===== config.mk =====
export PLATFORM = sky130hd
export DESIGN_NAME = accumulator_transfer_decode
export DESIGN_NICKNAME = d
export VERILOG_FILES = /design/src/inc/accumulator_transfer_decode_pkg.sv /design/src/rtl/accumulator_transfer_decode.sv
export VERILOG_INCLUDE_DIRS = /design/src /design/src/inc
export SDC_FILE = /design/constraint.sdc
export NUM_CORES = 1
export LEC_CHECK = 0
export BUFFER_PORTS_ARGS = -buffer_cell sky130_fd_sc_hd__buf_2
export CAP_MARGIN = 20
export CORE_MARGIN = 2
export CORE_UTILIZATION = 47
export DETAILED_ROUTE_END_ITERATION = 6
export PLACE_DENSITY = 0.81
export SYNTH_ARGS = -nofsm -noshare
export SYNTH_HDL_FRONTEND = slang
export SYNTH_SLANG_ARGS = --single-unit

===== constraint.sdc =====
create_clock -name clk_sys -period 1.74 [get_ports clk_sys]
set_clock_uncertainty 0.15 [all_clocks]
set_input_delay 0 -clock clk_sys [delete_from_list [all_inputs] [get_ports clk_sys]]
set_output_delay 0 -clock clk_sys [all_outputs]
set_load 0.1 [all_outputs]

===== src/inc/accumulator_transfer_decode_defs.svh =====
// Purpose: Constants for the accumulator transfer decoder.
// Assumes: 10-bit instruction words and a 4-bit accumulator.
// Notes:   Offsets are byte addresses on the AXI4-Lite register port.
`ifndef ACCUMULATOR_TRANSFER_DECODE_DEFS_SVH
`define ACCUMULATOR_TRANSFER_DECODE_DEFS_SVH

// Opcodes of the transfer group.
`define OP_LOAD_PULLUP_CTRL_PORT2     10'h22F
`define OP_LOAD_PULLUP_CTRL_PORT3     10'h208
`define OP_LOAD_TIMER_ONE_RELOAD      10'h23F
`define OP_LOAD_CLOCK_CTRL            10'h209
`define OP_LOAD_INTERRUPT_CTRL_FIRST  10'h03D
`define OP_LOAD_INTERRUPT_CTRL_SECOND 10'h03E
`define OP_LOAD_TIMER_CTRL_FIRST      10'h20E
`define OP_LOAD_TIMER_CTRL_SECOND     10'h20F

// Register offsets.
`define REG_CTRL_OFFSET   4'h0
`define REG_SHADOW_OFFSET 4'h4
`define REG_RELOAD_OFFSET 4'h8

// Field positions and reset values.
`define CTRL_DECODE_EN_BIT 0
`define CTRL_RESET_VALUE   32'h0000_0001

// AXI response codes.
`define AXI_RESP_OKAY   2'h0
`define AXI_RESP_SLVERR 2'h2

`endif


===== src/inc/accumulator_transfer_decode_pkg.sv =====
// Purpose: Types for the accumulator transfer decoder.
// Assumes: Nothing beyond the constants header.
// Notes:   The peripheral control bank travels as one packed struct.
package accumulator_transfer_decode_pkg;

  // Peripheral control registers written by the transfer group.
  typedef struct packed {
    logic [3:0] pullup_ctrl_port_two;
    logic [3:0] pullup_ctrl_port_three;
    logic [7:0] timer_one_reload_value;
    logic [2:0] clock_source_control;
    logic [3:0] interrupt_ctrl_first;
    logic [3:0] interrupt_ctrl_second;
    logic [3:0] timer_ctrl_first;
    logic [3:0] timer_ctrl_second;
  } periph_ctrl_t;

  // Execution side effects that the core must honour.
  typedef struct packed {
    logic hit;
    logic skip_next;
    logic carry_write;
  } exec_effect_t;

endpackage


===== src/rtl/accumulator_transfer_decode.sv =====
// Purpose: Decodes the accumulator-to-control-register transfer group.
// Assumes: One instruction word offered per cycle with instr_valid.
// Notes:   Registers update at the end of the executing cycle.
//          The register port only switches the decoder on and off and
//          mirrors the control bank for software.
//
// Chosen here: the register offsets and the AXI4-Lite interface to the registers.
`include "accumulator_transfer_decode_defs.svh"

module accumulator_transfer_decode (
  // Clock and reset.
  input  wire logic                                       clk_sys,
  input  wire logic                                       rst,
  // Instruction and operands from the core.
  input  wire logic                                       instr_valid,
  input  wire logic [9:0]                                 instr_word,
  input  wire logic [3:0]                                 acc,
  input  wire logic [3:0]                                 reg_b,
  // Results towards the core and the peripherals.
  output accumulator_transfer_decode_pkg::exec_effect_t   effect,
  output accumulator_transfer_decode_pkg::periph_ctrl_t   periph,
  // AXI4-Lite write channels.
  input  wire logic                                       s_axi_awvalid,
  output logic                                            s_axi_awready,
  input  wire logic [31:0]                                s_axi_awaddr,
  input  wire logic                                       s_axi_wvalid,
  output logic                                            s_axi_wready,
  input  wire logic [31:0]                                s_axi_wdata,
  input  wire logic [3:0]                                 s_axi_wstrb,
  output logic                                            s_axi_bvalid,
  input  wire logic                                       s_axi_bready,
  output logic [1:0]                                      s_axi_bresp,
  // AXI4-Lite read channels.
  input  wire logic                                       s_axi_arvalid,
  output logic                                            s_axi_arready,
  input  wire logic [31:0]                                s_axi_araddr,
  output logic                                            s_axi_rvalid,
  input  wire logic                                       s_axi_rready,
  output logic [31:0]                                     s_axi_rdata,
  output logic [1:0]                                      s_axi_rresp
);

  // Control register; bit 0 lets the decoder execute the group.
  logic [31:0] ctrl;
  // Latched write address and data, held until both are present.
  logic        aw_held;
  logic [31:0] aw_addr;
  logic        w_held;
  logic [31:0] w_data;
  logic [3:0]  w_strb;

  // One decoded strobe per opcode; decoding is gated by the enable bit.
  // Every compare spans all ten bits, so a neighbouring transfer opcode of
  // another peripheral can never alias into this group.
  wire decode_en = ctrl[`CTRL_DECODE_EN_BIT] & instr_valid;
  wire hit_pu2   = decode_en && instr_word == `OP_LOAD_PULLUP_CTRL_PORT2;
  wire hit_pu3   = decode_en && instr_word == `OP_LOAD_PULLUP_CTRL_PORT3;
  wire hit_rld   = decode_en && instr_word == `OP_LOAD_TIMER_ONE_RELOAD;
  wire hit_clk   = decode_en && instr_word == `OP_LOAD_CLOCK_CTRL;
  wire hit_ic1   = decode_en && instr_word == `OP_LOAD_INTERRUPT_CTRL_FIRST;
  wire hit_ic2   = decode_en && instr_word == `OP_LOAD_INTERRUPT_CTRL_SECOND;
  wire hit_tc1   = decode_en && instr_word == `OP_LOAD_TIMER_CTRL_FIRST;
  wire hit_tc2   = decode_en && instr_word == `OP_LOAD_TIMER_CTRL_SECOND;
  wire any_hit   = hit_pu2 | hit_pu3 | hit_rld | hit_clk | hit_ic1 | hit_ic2 | hit_tc1 | hit_tc2;

  // Every transfer of the group is single-cycle: no skip and no carry write.
  // The core keeps its own carry and skip logic; these constants tell it to
  // leave both alone for the whole group.
  assign effect.hit         = any_hit;
  assign effect.skip_next   = 1'b0;
  assign effect.carry_write = 1'b0;

  // Reset clears the whole bank at once, so no peripheral starts up with a
  // half-written setting.
  // Each register loads at the edge ending its instruction's cycle, so the
  // next instruction already sees the new setting.
  always_ff @(posedge clk_sys) begin
    if (rst) begin
      periph <= '0;
    end else begin
      if (hit_pu2) periph.pullup_ctrl_port_two   <= acc;
      if (hit_pu3) periph.pullup_ctrl_port_three <= acc;
      if (hit_rld) periph.timer_one_reload_value <= {reg_b, acc};
      if (hit_clk) periph.clock_source_control   <= acc[2:0];
      if (hit_ic1) periph.interrupt_ctrl_first   <= acc;
      if (hit_ic2) periph.interrupt_ctrl_second  <= acc;
      if (hit_tc1) periph.timer_ctrl_first       <= acc;
      if (hit_tc2) periph.timer_ctrl_second      <= acc;
    end
  end

  // Write path: address and data may come in either order.
  // Only one write is in flight: a second address or word waits until the
  // response is raised, which keeps the logic small at the cost of throughput.
  wire aw_take    = s_axi_awvalid & s_axi_awready;
  wire w_take     = s_axi_wvalid & s_axi_wready;
  wire wr_go      = aw_held & w_held & ~s_axi_bvalid;
  wire wr_to_ctrl = aw_addr[3:0] == `REG_CTRL_OFFSET && aw_addr[31:4] == 28'h000_0000;
  wire wr_mapped  = wr_to_ctrl
                 || (aw_addr[31:4] == 28'h000_0000 && aw_addr[3:0] == `REG_SHADOW_OFFSET)
                 || (aw_addr[31:4] == 28'h000_0000 && aw_addr[3:0] == `REG_RELOAD_OFFSET);
  assign s_axi_awready = ~aw_held;
  assign s_axi_wready  = ~w_held;

  // Holding registers for the write channels.
  always_ff @(posedge clk_sys) begin
    if (rst) begin
      aw_held <= 1'b0;
      aw_addr <= 32'h0000_0000;
      w_held  <= 1'b0;
      w_data  <= 32'h0000_0000;
      w_strb  <= 4'h0;
    end else begin
      if (aw_take) begin
        aw_held <= 1'b1;
        aw_addr <= s_axi_awaddr;
      end else if (wr_go) begin
        aw_held <= 1'b0;
      end
      if (w_take) begin
        w_held <= 1'b1;
        w_data <= s_axi_wdata;
        w_strb <= s_axi_wstrb;
      end else if (wr_go) begin
        w_held <= 1'b0;
      end
    end
  end

  // Commit and response; only the control word is writable, the two
  // shadow words are read-only and accept a write without effect.
  // A write whose byte 0 strobe is clear leaves the enable bit untouched.
  always_ff @(posedge clk_sys) begin
    if (rst) begin
      ctrl         <= `CTRL_RESET_VALUE;
      s_axi_bvalid <= 1'b0;
      s_axi_bresp  <= `AXI_RESP_OKAY;
    end else begin
      if (wr_go) begin
        s_axi_bvalid <= 1'b1;
        s_axi_bresp  <= wr_mapped ? `AXI_RESP_OKAY : `AXI_RESP_SLVERR;
        if (wr_to_ctrl && w_strb[0]) begin
          ctrl <= {31'h0000_0000, w_data[`CTRL_DECODE_EN_BIT]};
        end
      end else if (s_axi_bready) begin
        s_axi_bvalid <= 1'b0;
      end
    end
  end

  // Read path: the shadow words show the block's live register state.
  wire        rd_hi_zero = s_axi_araddr[31:4] == 28'h000_0000;
  wire        rd_ctrl    = rd_hi_zero && s_axi_araddr[3:0] == `REG_CTRL_OFFSET;
  wire        rd_shadow  = rd_hi_zero && s_axi_araddr[3:0] == `REG_SHADOW_OFFSET;
  wire        rd_reload  = rd_hi_zero && s_axi_araddr[3:0] == `REG_RELOAD_OFFSET;
  wire [31:0] shadow_word = {5'h00, periph.timer_ctrl_second, periph.timer_ctrl_first,
                             periph.interrupt_ctrl_second, periph.interrupt_ctrl_first,
                             periph.clock_source_control, periph.pullup_ctrl_port_three,
                             periph.pullup_ctrl_port_two};
  wire [31:0] rd_word    = rd_ctrl   ? ctrl :
                           rd_shadow ? shadow_word :
                           rd_reload ? {24'h00_0000, periph.timer_one_reload_value} : 32'h0000_0000;
  assign s_axi_arready = ~s_axi_rvalid;

  // Read data register; one cycle from address to data.
  // An unmapped address answers with zero data and a slave error, so software
  // never mistakes a stale word for live state.
  always_ff @(posedge clk_sys) begin
    if (rst) begin
      s_axi_rvalid <= 1'b0;
      s_axi_rdata  <= 32'h0000_0000;
      s_axi_rresp  <= `AXI_RESP_OKAY;
    end else if (s_axi_arvalid && s_axi_arready) begin
      s_axi_rvalid <= 1'b1;
      s_axi_rdata  <= rd_word;
      s_axi_rresp  <= (rd_ctrl | rd_shadow | rd_reload) ? `AXI_RESP_OKAY : `AXI_RESP_SLVERR;
    end else if (s_axi_rready) begin
      s_axi_rvalid <= 1'b0;
    end
  end

  // Checks that tie each register to the opcode that loads it.
  a_pu2_load: assert property (@(posedge clk_sys) disable iff (rst)
    hit_pu2 |=> periph.pullup_ctrl_port_two == $past(acc)) else $error("Port 2 pull-up load wrong.");
  a_pu3_load: assert property (@(posedge clk_sys) disable iff (rst)
    hit_pu3 |=> periph.pullup_ctrl_port_three == $past(acc)) else $error("Port 3 pull-up load wrong.");
  a_reload_nibbles: assert property (@(posedge clk_sys) disable iff (rst)
    hit_rld |=> periph.timer_one_reload_value[7:4] == $past(reg_b)
             && periph.timer_one_reload_value[3:0] == $past(acc)) else $error("Reload nibble order wrong.");
  a_clock_low_bits: assert property (@(posedge clk_sys) disable iff (rst)
    hit_clk |=> periph.clock_source_control == $past(acc[2:0])) else $error("Clock control load wrong.");
  a_ic1_load: assert property (@(posedge clk_sys) disable iff (rst)
    hit_ic1 |=> periph.interrupt_ctrl_first == $past(acc) && !effect.skip_next) else $error("Int ctrl 1 wrong.");
  a_ic2_load: assert property (@(posedge clk_sys) disable iff (rst)
    hit_ic2 |=> periph.interrupt_ctrl_second == $past(acc)) else $error("Int ctrl 2 load wrong.");
  a_tc1_load: assert property (@(posedge clk_sys) disable iff (rst)
    hit_tc1 |=> periph.timer_ctrl_first == $past(acc)) else $error("Timer ctrl 1 load wrong.");
  a_tc2_load: assert property (@(posedge clk_sys) disable iff (rst)
    hit_tc2 |=> periph.timer_ctrl_second == $past(acc)) else $error("Timer ctrl 2 load wrong.");
  a_idle_hold: assert property (@(posedge clk_sys) disable iff (rst)
    !any_hit |=> $stable(periph)) else $error("Control bank changed without a transfer.");
  a_no_side_effect: assert property (@(posedge clk_sys) disable iff (rst)
    any_hit |-> !effect.skip_next && !effect.carry_write) else $error("Transfer skipped or wrote carry.");

  // With the decoder switched off no opcode may claim the group.
  a_gate_refuse: assert property (@(posedge clk_sys) disable iff (rst)
    !ctrl[`CTRL_DECODE_EN_BIT] |-> !effect.hit) else $error("Hit while decoding is off.");
  // A cycle without a fetched word never executes anything.
  a_invalid_no_hit: assert property (@(posedge clk_sys) disable iff (rst)
    !instr_valid |-> !effect.hit) else $error("Hit without a valid word.");
  // Once address and data are both held, the response follows on the next edge.
  a_write_answer: assert property (@(posedge clk_sys) disable iff (rst)
    wr_go |=> s_axi_bvalid) else $error("Write response missing.");
  // A write to the control word with byte 0 enabled stores the enable bit.
  a_ctrl_write: assert property (@(posedge clk_sys) disable iff (rst)
    wr_go && wr_to_ctrl && w_strb[0] |=> ctrl[`CTRL_DECODE_EN_BIT] == $past(w_data[`CTRL_DECODE_EN_BIT]))
    else $error("Enable bit not stored.");
  // A write to the control word with byte 0 masked leaves it alone.
  a_strobe_guard: assert property (@(posedge clk_sys) disable iff (rst)
    wr_go && wr_to_ctrl && !w_strb[0] |=> $stable(ctrl)) else $error("Masked write changed control.");
  // An accepted read address gives read data on the next edge.
  a_read_answer: assert property (@(posedge clk_sys) disable iff (rst)
    s_axi_arvalid && s_axi_arready |=> s_axi_rvalid) else $error("Read data missing.");
  // An unmapped read answers a slave error with zero data.
  a_read_refuse: assert property (@(posedge clk_sys) disable iff (rst)
    s_axi_arvalid && s_axi_arready && !(rd_ctrl | rd_shadow | rd_reload)
    |=> s_axi_rresp == `AXI_RESP_SLVERR && s_axi_rdata == 32'h0000_0000) else $error("Unmapped read answered.");

endmodule


==> flow_summary.yaml <==
clocking:
  cts_buffers: 9
  cts_sinks: 103
  cts-root-buf: "clkbuf_8"
  htreeDepth: 3
  cts_tree: "yes"
  clock_latency_ns: 0.36
  clockBufferDepth: 2
  clkSlewWorstSetupHoldPaths_ns: 0.10
finish:
  fillers: 703
  fin_area_sq_um: 6160
  diodes: 0
  layout_common_cells: "buf_2 (159), nand2_1 (114), dfxtp_1 (100), a21oi_1 (69), dlygate4sd3_1 (56)"
  drive_gt1_share_pct: 29.9
  synthToLayoutAreaGrowth_pct: 40.6
  fin_util_pct: 67.3
  layout.nets: 861
  final_common_cell: "buf_2"
outcome:
  violations: "setup timing"
  status: "finished, violations left"
timing:
  setup_slack_ns: -0.0832
  period_share_pct: 105
  max_slew_margin_pct: 65.9
  max_freq_mhz: 548
  final-setup-viol-count: 1
  rsz0062_at_grt: "yes"
  period_minus_slack_ns: 1.82
  slew_viol_final: 0
  finalHoldViolCount: 0
  timing.hold.ws_ns: 0.0365
  tightest_slew_ns: 0.499
  setup-tns-final_ns: -0.0832
flow_run:
  maxCapViolCount: 0
min_path:
  holdCritPathClass: "input pin to register"
die:
  rows: 35
  design.die.area_sq_um: 10100
  core_sq_um: 9150
  ios: 205
  die_y_um: 101
  initial_utilization_pct: 47.9
  die_x_um: 101
logic_synthesis:
  ys.flop_type: "dfxtp_1"
  synth_seq_cells: 103
  yosysSeqAreaShare_pct: 47.0
  synth_edf_count: 0
  syn_area_sq_um: 4380
  synth_area_per_cell_sq_um: 8.35
  synthCells: 525
  ys_warn_count: 0
  synthArstFlopShare_pct: 0
  synthDistinctLibCells: 42
global_routing:
  antenna_found_initial: 0
  grt_pass1_vias: 4283
  grt_max_degree: 39
  gr-usage-all-layers_pct: 24.7
  global_route.overflow_total: 0
  grt_pass1_wl_um: 20000
setup_path:
  worstPathArrival_ns: 1.67
  end_kind: "primary output"
  crit_fanout: 5
  critPathKind: "register to primary output"
  crit_required_ns: 1.59
  critical_path.startpoint_type: "register"
drt:
  detail_route.wl_per_cell_um: 15.2
  drt_first_pass_iters: 4
  vias: 4546
  drc_errors: 0
  wirelength_um: 12900
  drt_iter0_drc: 179
  postRouteAntennaNets: 0
  vias_per_cell: 5.34
pwr:
  fin_total_pwr_uw: 4590
  power.density_nw_per_um2: 745
  power.leakage_uw: 0.00265
  peakVddDrop_mv: 0.521
place:
  post-dp-hpwl_um: 8660
  gp_congestion: 0.797
  port_buffers: 161
  placed_cell_area_sq_um: 5360
[cell families (layout without fill, tap and decap cells)]
logic type	after synthesis	in the layout	share of synthesized area [%]
and+or+nand+nor	247	247	28.9
DFF	103	103	47.0
xor gates and xnor gates	1	1	0.200
muxes	30	30	6.85
buffers and inverters	51	258	5.56
other	1	9	0.0855
AOI/OAI and AO/OA	92	92	11.4
[path summary, 6_finish.rpt]
check                  start              end  slack [ns]  cells after the start
max                  ctrl[0]        effect[2]       -0.08                      5
min reg2reg  s_axi_rdata[22]  s_axi_rdata[22]        0.30                      2
min            instr_word[5]       periph[26]        0.04                      4
max reg2reg          ctrl[0]       periph[31]        0.05                      5
[flip-flops by register name (all words and copies together), names as in the netlist]
signal        cells
periph           35
aw_addr          32
s_axi_rdata      27
aw_held           1
ctrl              1
s_axi_bresp       1
s_axi_bvalid      1
s_axi_rresp       1
s_axi_rvalid      1
w_data            1
w_held            1
w_strb            1
[worst max-delay path, cell delays in order (launching register included)]
cell	delay, ns
dfxtp_2	0.36
and4bb_2	0.28
and3_4	0.22
nand3_1	0.09
o2111ai_2	0.15
buf_16	0.21
[synth_stat cells, types with 2 or more instances]
| cell | instances | share of area (%) |
|---|---|---|
| nand2_1 | 116 | 9.9 |
| dfxtp_1 | 103 | 47 |
| a21oi_1 | 69 | 7.9 |
| mux2i_1 | 30 | 6.8 |
| nor2_1 | 26 | 2.2 |
| clkbuf_1 | 23 | 2.0 |
| or3_1 | 19 | 2.7 |
| nand2b_1 | 16 | 2.3 |
| nand4_1 | 14 | 2.0 |
| buf_4 | 11 | 1.9 |
| nor4_1 | 10 | 1.4 |
| o21ai_0 | 9 | 1.0 |
| a22oi_1 | 7 | 1.2 |
| nand3_1 | 7 | 0.80 |
| nor2b_1 | 7 | 1.0 |
| or4_1 | 7 | 1.2 |
| inv_1 | 6 | 0.51 |
| buf_2 | 5 | 0.57 |
| nor4_2 | 5 | 1.4 |
| and4_1 | 4 | 0.80 |
| clkbuf_2 | 4 | 0.46 |
| nor3_1 | 3 | 0.34 |
| a2111oi_0 | 2 | 0.40 |
| and4bb_2 | 2 | 0.57 |
| buf_1 | 2 | 0.17 |
| o21a_1 | 2 | 0.34 |
[per-layer routing]
layer | wire, um | global-route usage [%] | vias to the layer above
li1 | - | - | 2218
met1 | 5170 | 29.6 | 2152
met3 | 761 | 4.79 | 20
met2 | 6750 | 44.3 | 156
met5 | 0 | 0 | -
met4 | 221 | 8.32 | 0
[metrics by stage]
stage          worst slack [ns]  instances
3_3_place_gp             0.0195        777
6_report                -0.0832        851
3_5_place_dp             0.0419        777
2_1_floorplan            -0.306        533
4_1_cts                 -0.0859        850
5_1_grt                  -0.184        851
[report_power, final]
| group | switching (uW) | internal, uW | leakage, uW |
|---|---|---|---|
| registers | 37.0 | 2410 | 0.000837 |
| logic | 451 | 280 | 0.00172 |
| clock network | 866 | 541 | 0.0000930 |
[layout make-up]
| type | instances | area (sq um) | area share, % |
|---|---|---|---|
| clock buffers | 9 | 124 | 2.01 |
| repair buffers | 236 | 1580 | 25.7 |
| well taps | 111 | 139 | 2.25 |
| flip-flops and latches | 103 | 2070 | 33.6 |
| inverters | 6 | 30.0 | 0.487 |
| multi-input cells | 379 | 2160 | 35.0 |
| clock inverters | 7 | 57.6 | 0.934 |
[repair_timing]
item,4_1_cts,5_1_grt
hold buffers,56,0
endpoints found under the hold margin,84,0
setup endpoints to repair,1,18
cloned,0,0
pin swaps,3,0
gates resized for setup,5,12
buffers inserted,1,1
Note: power is estimated with default switching activity, not from simulation.
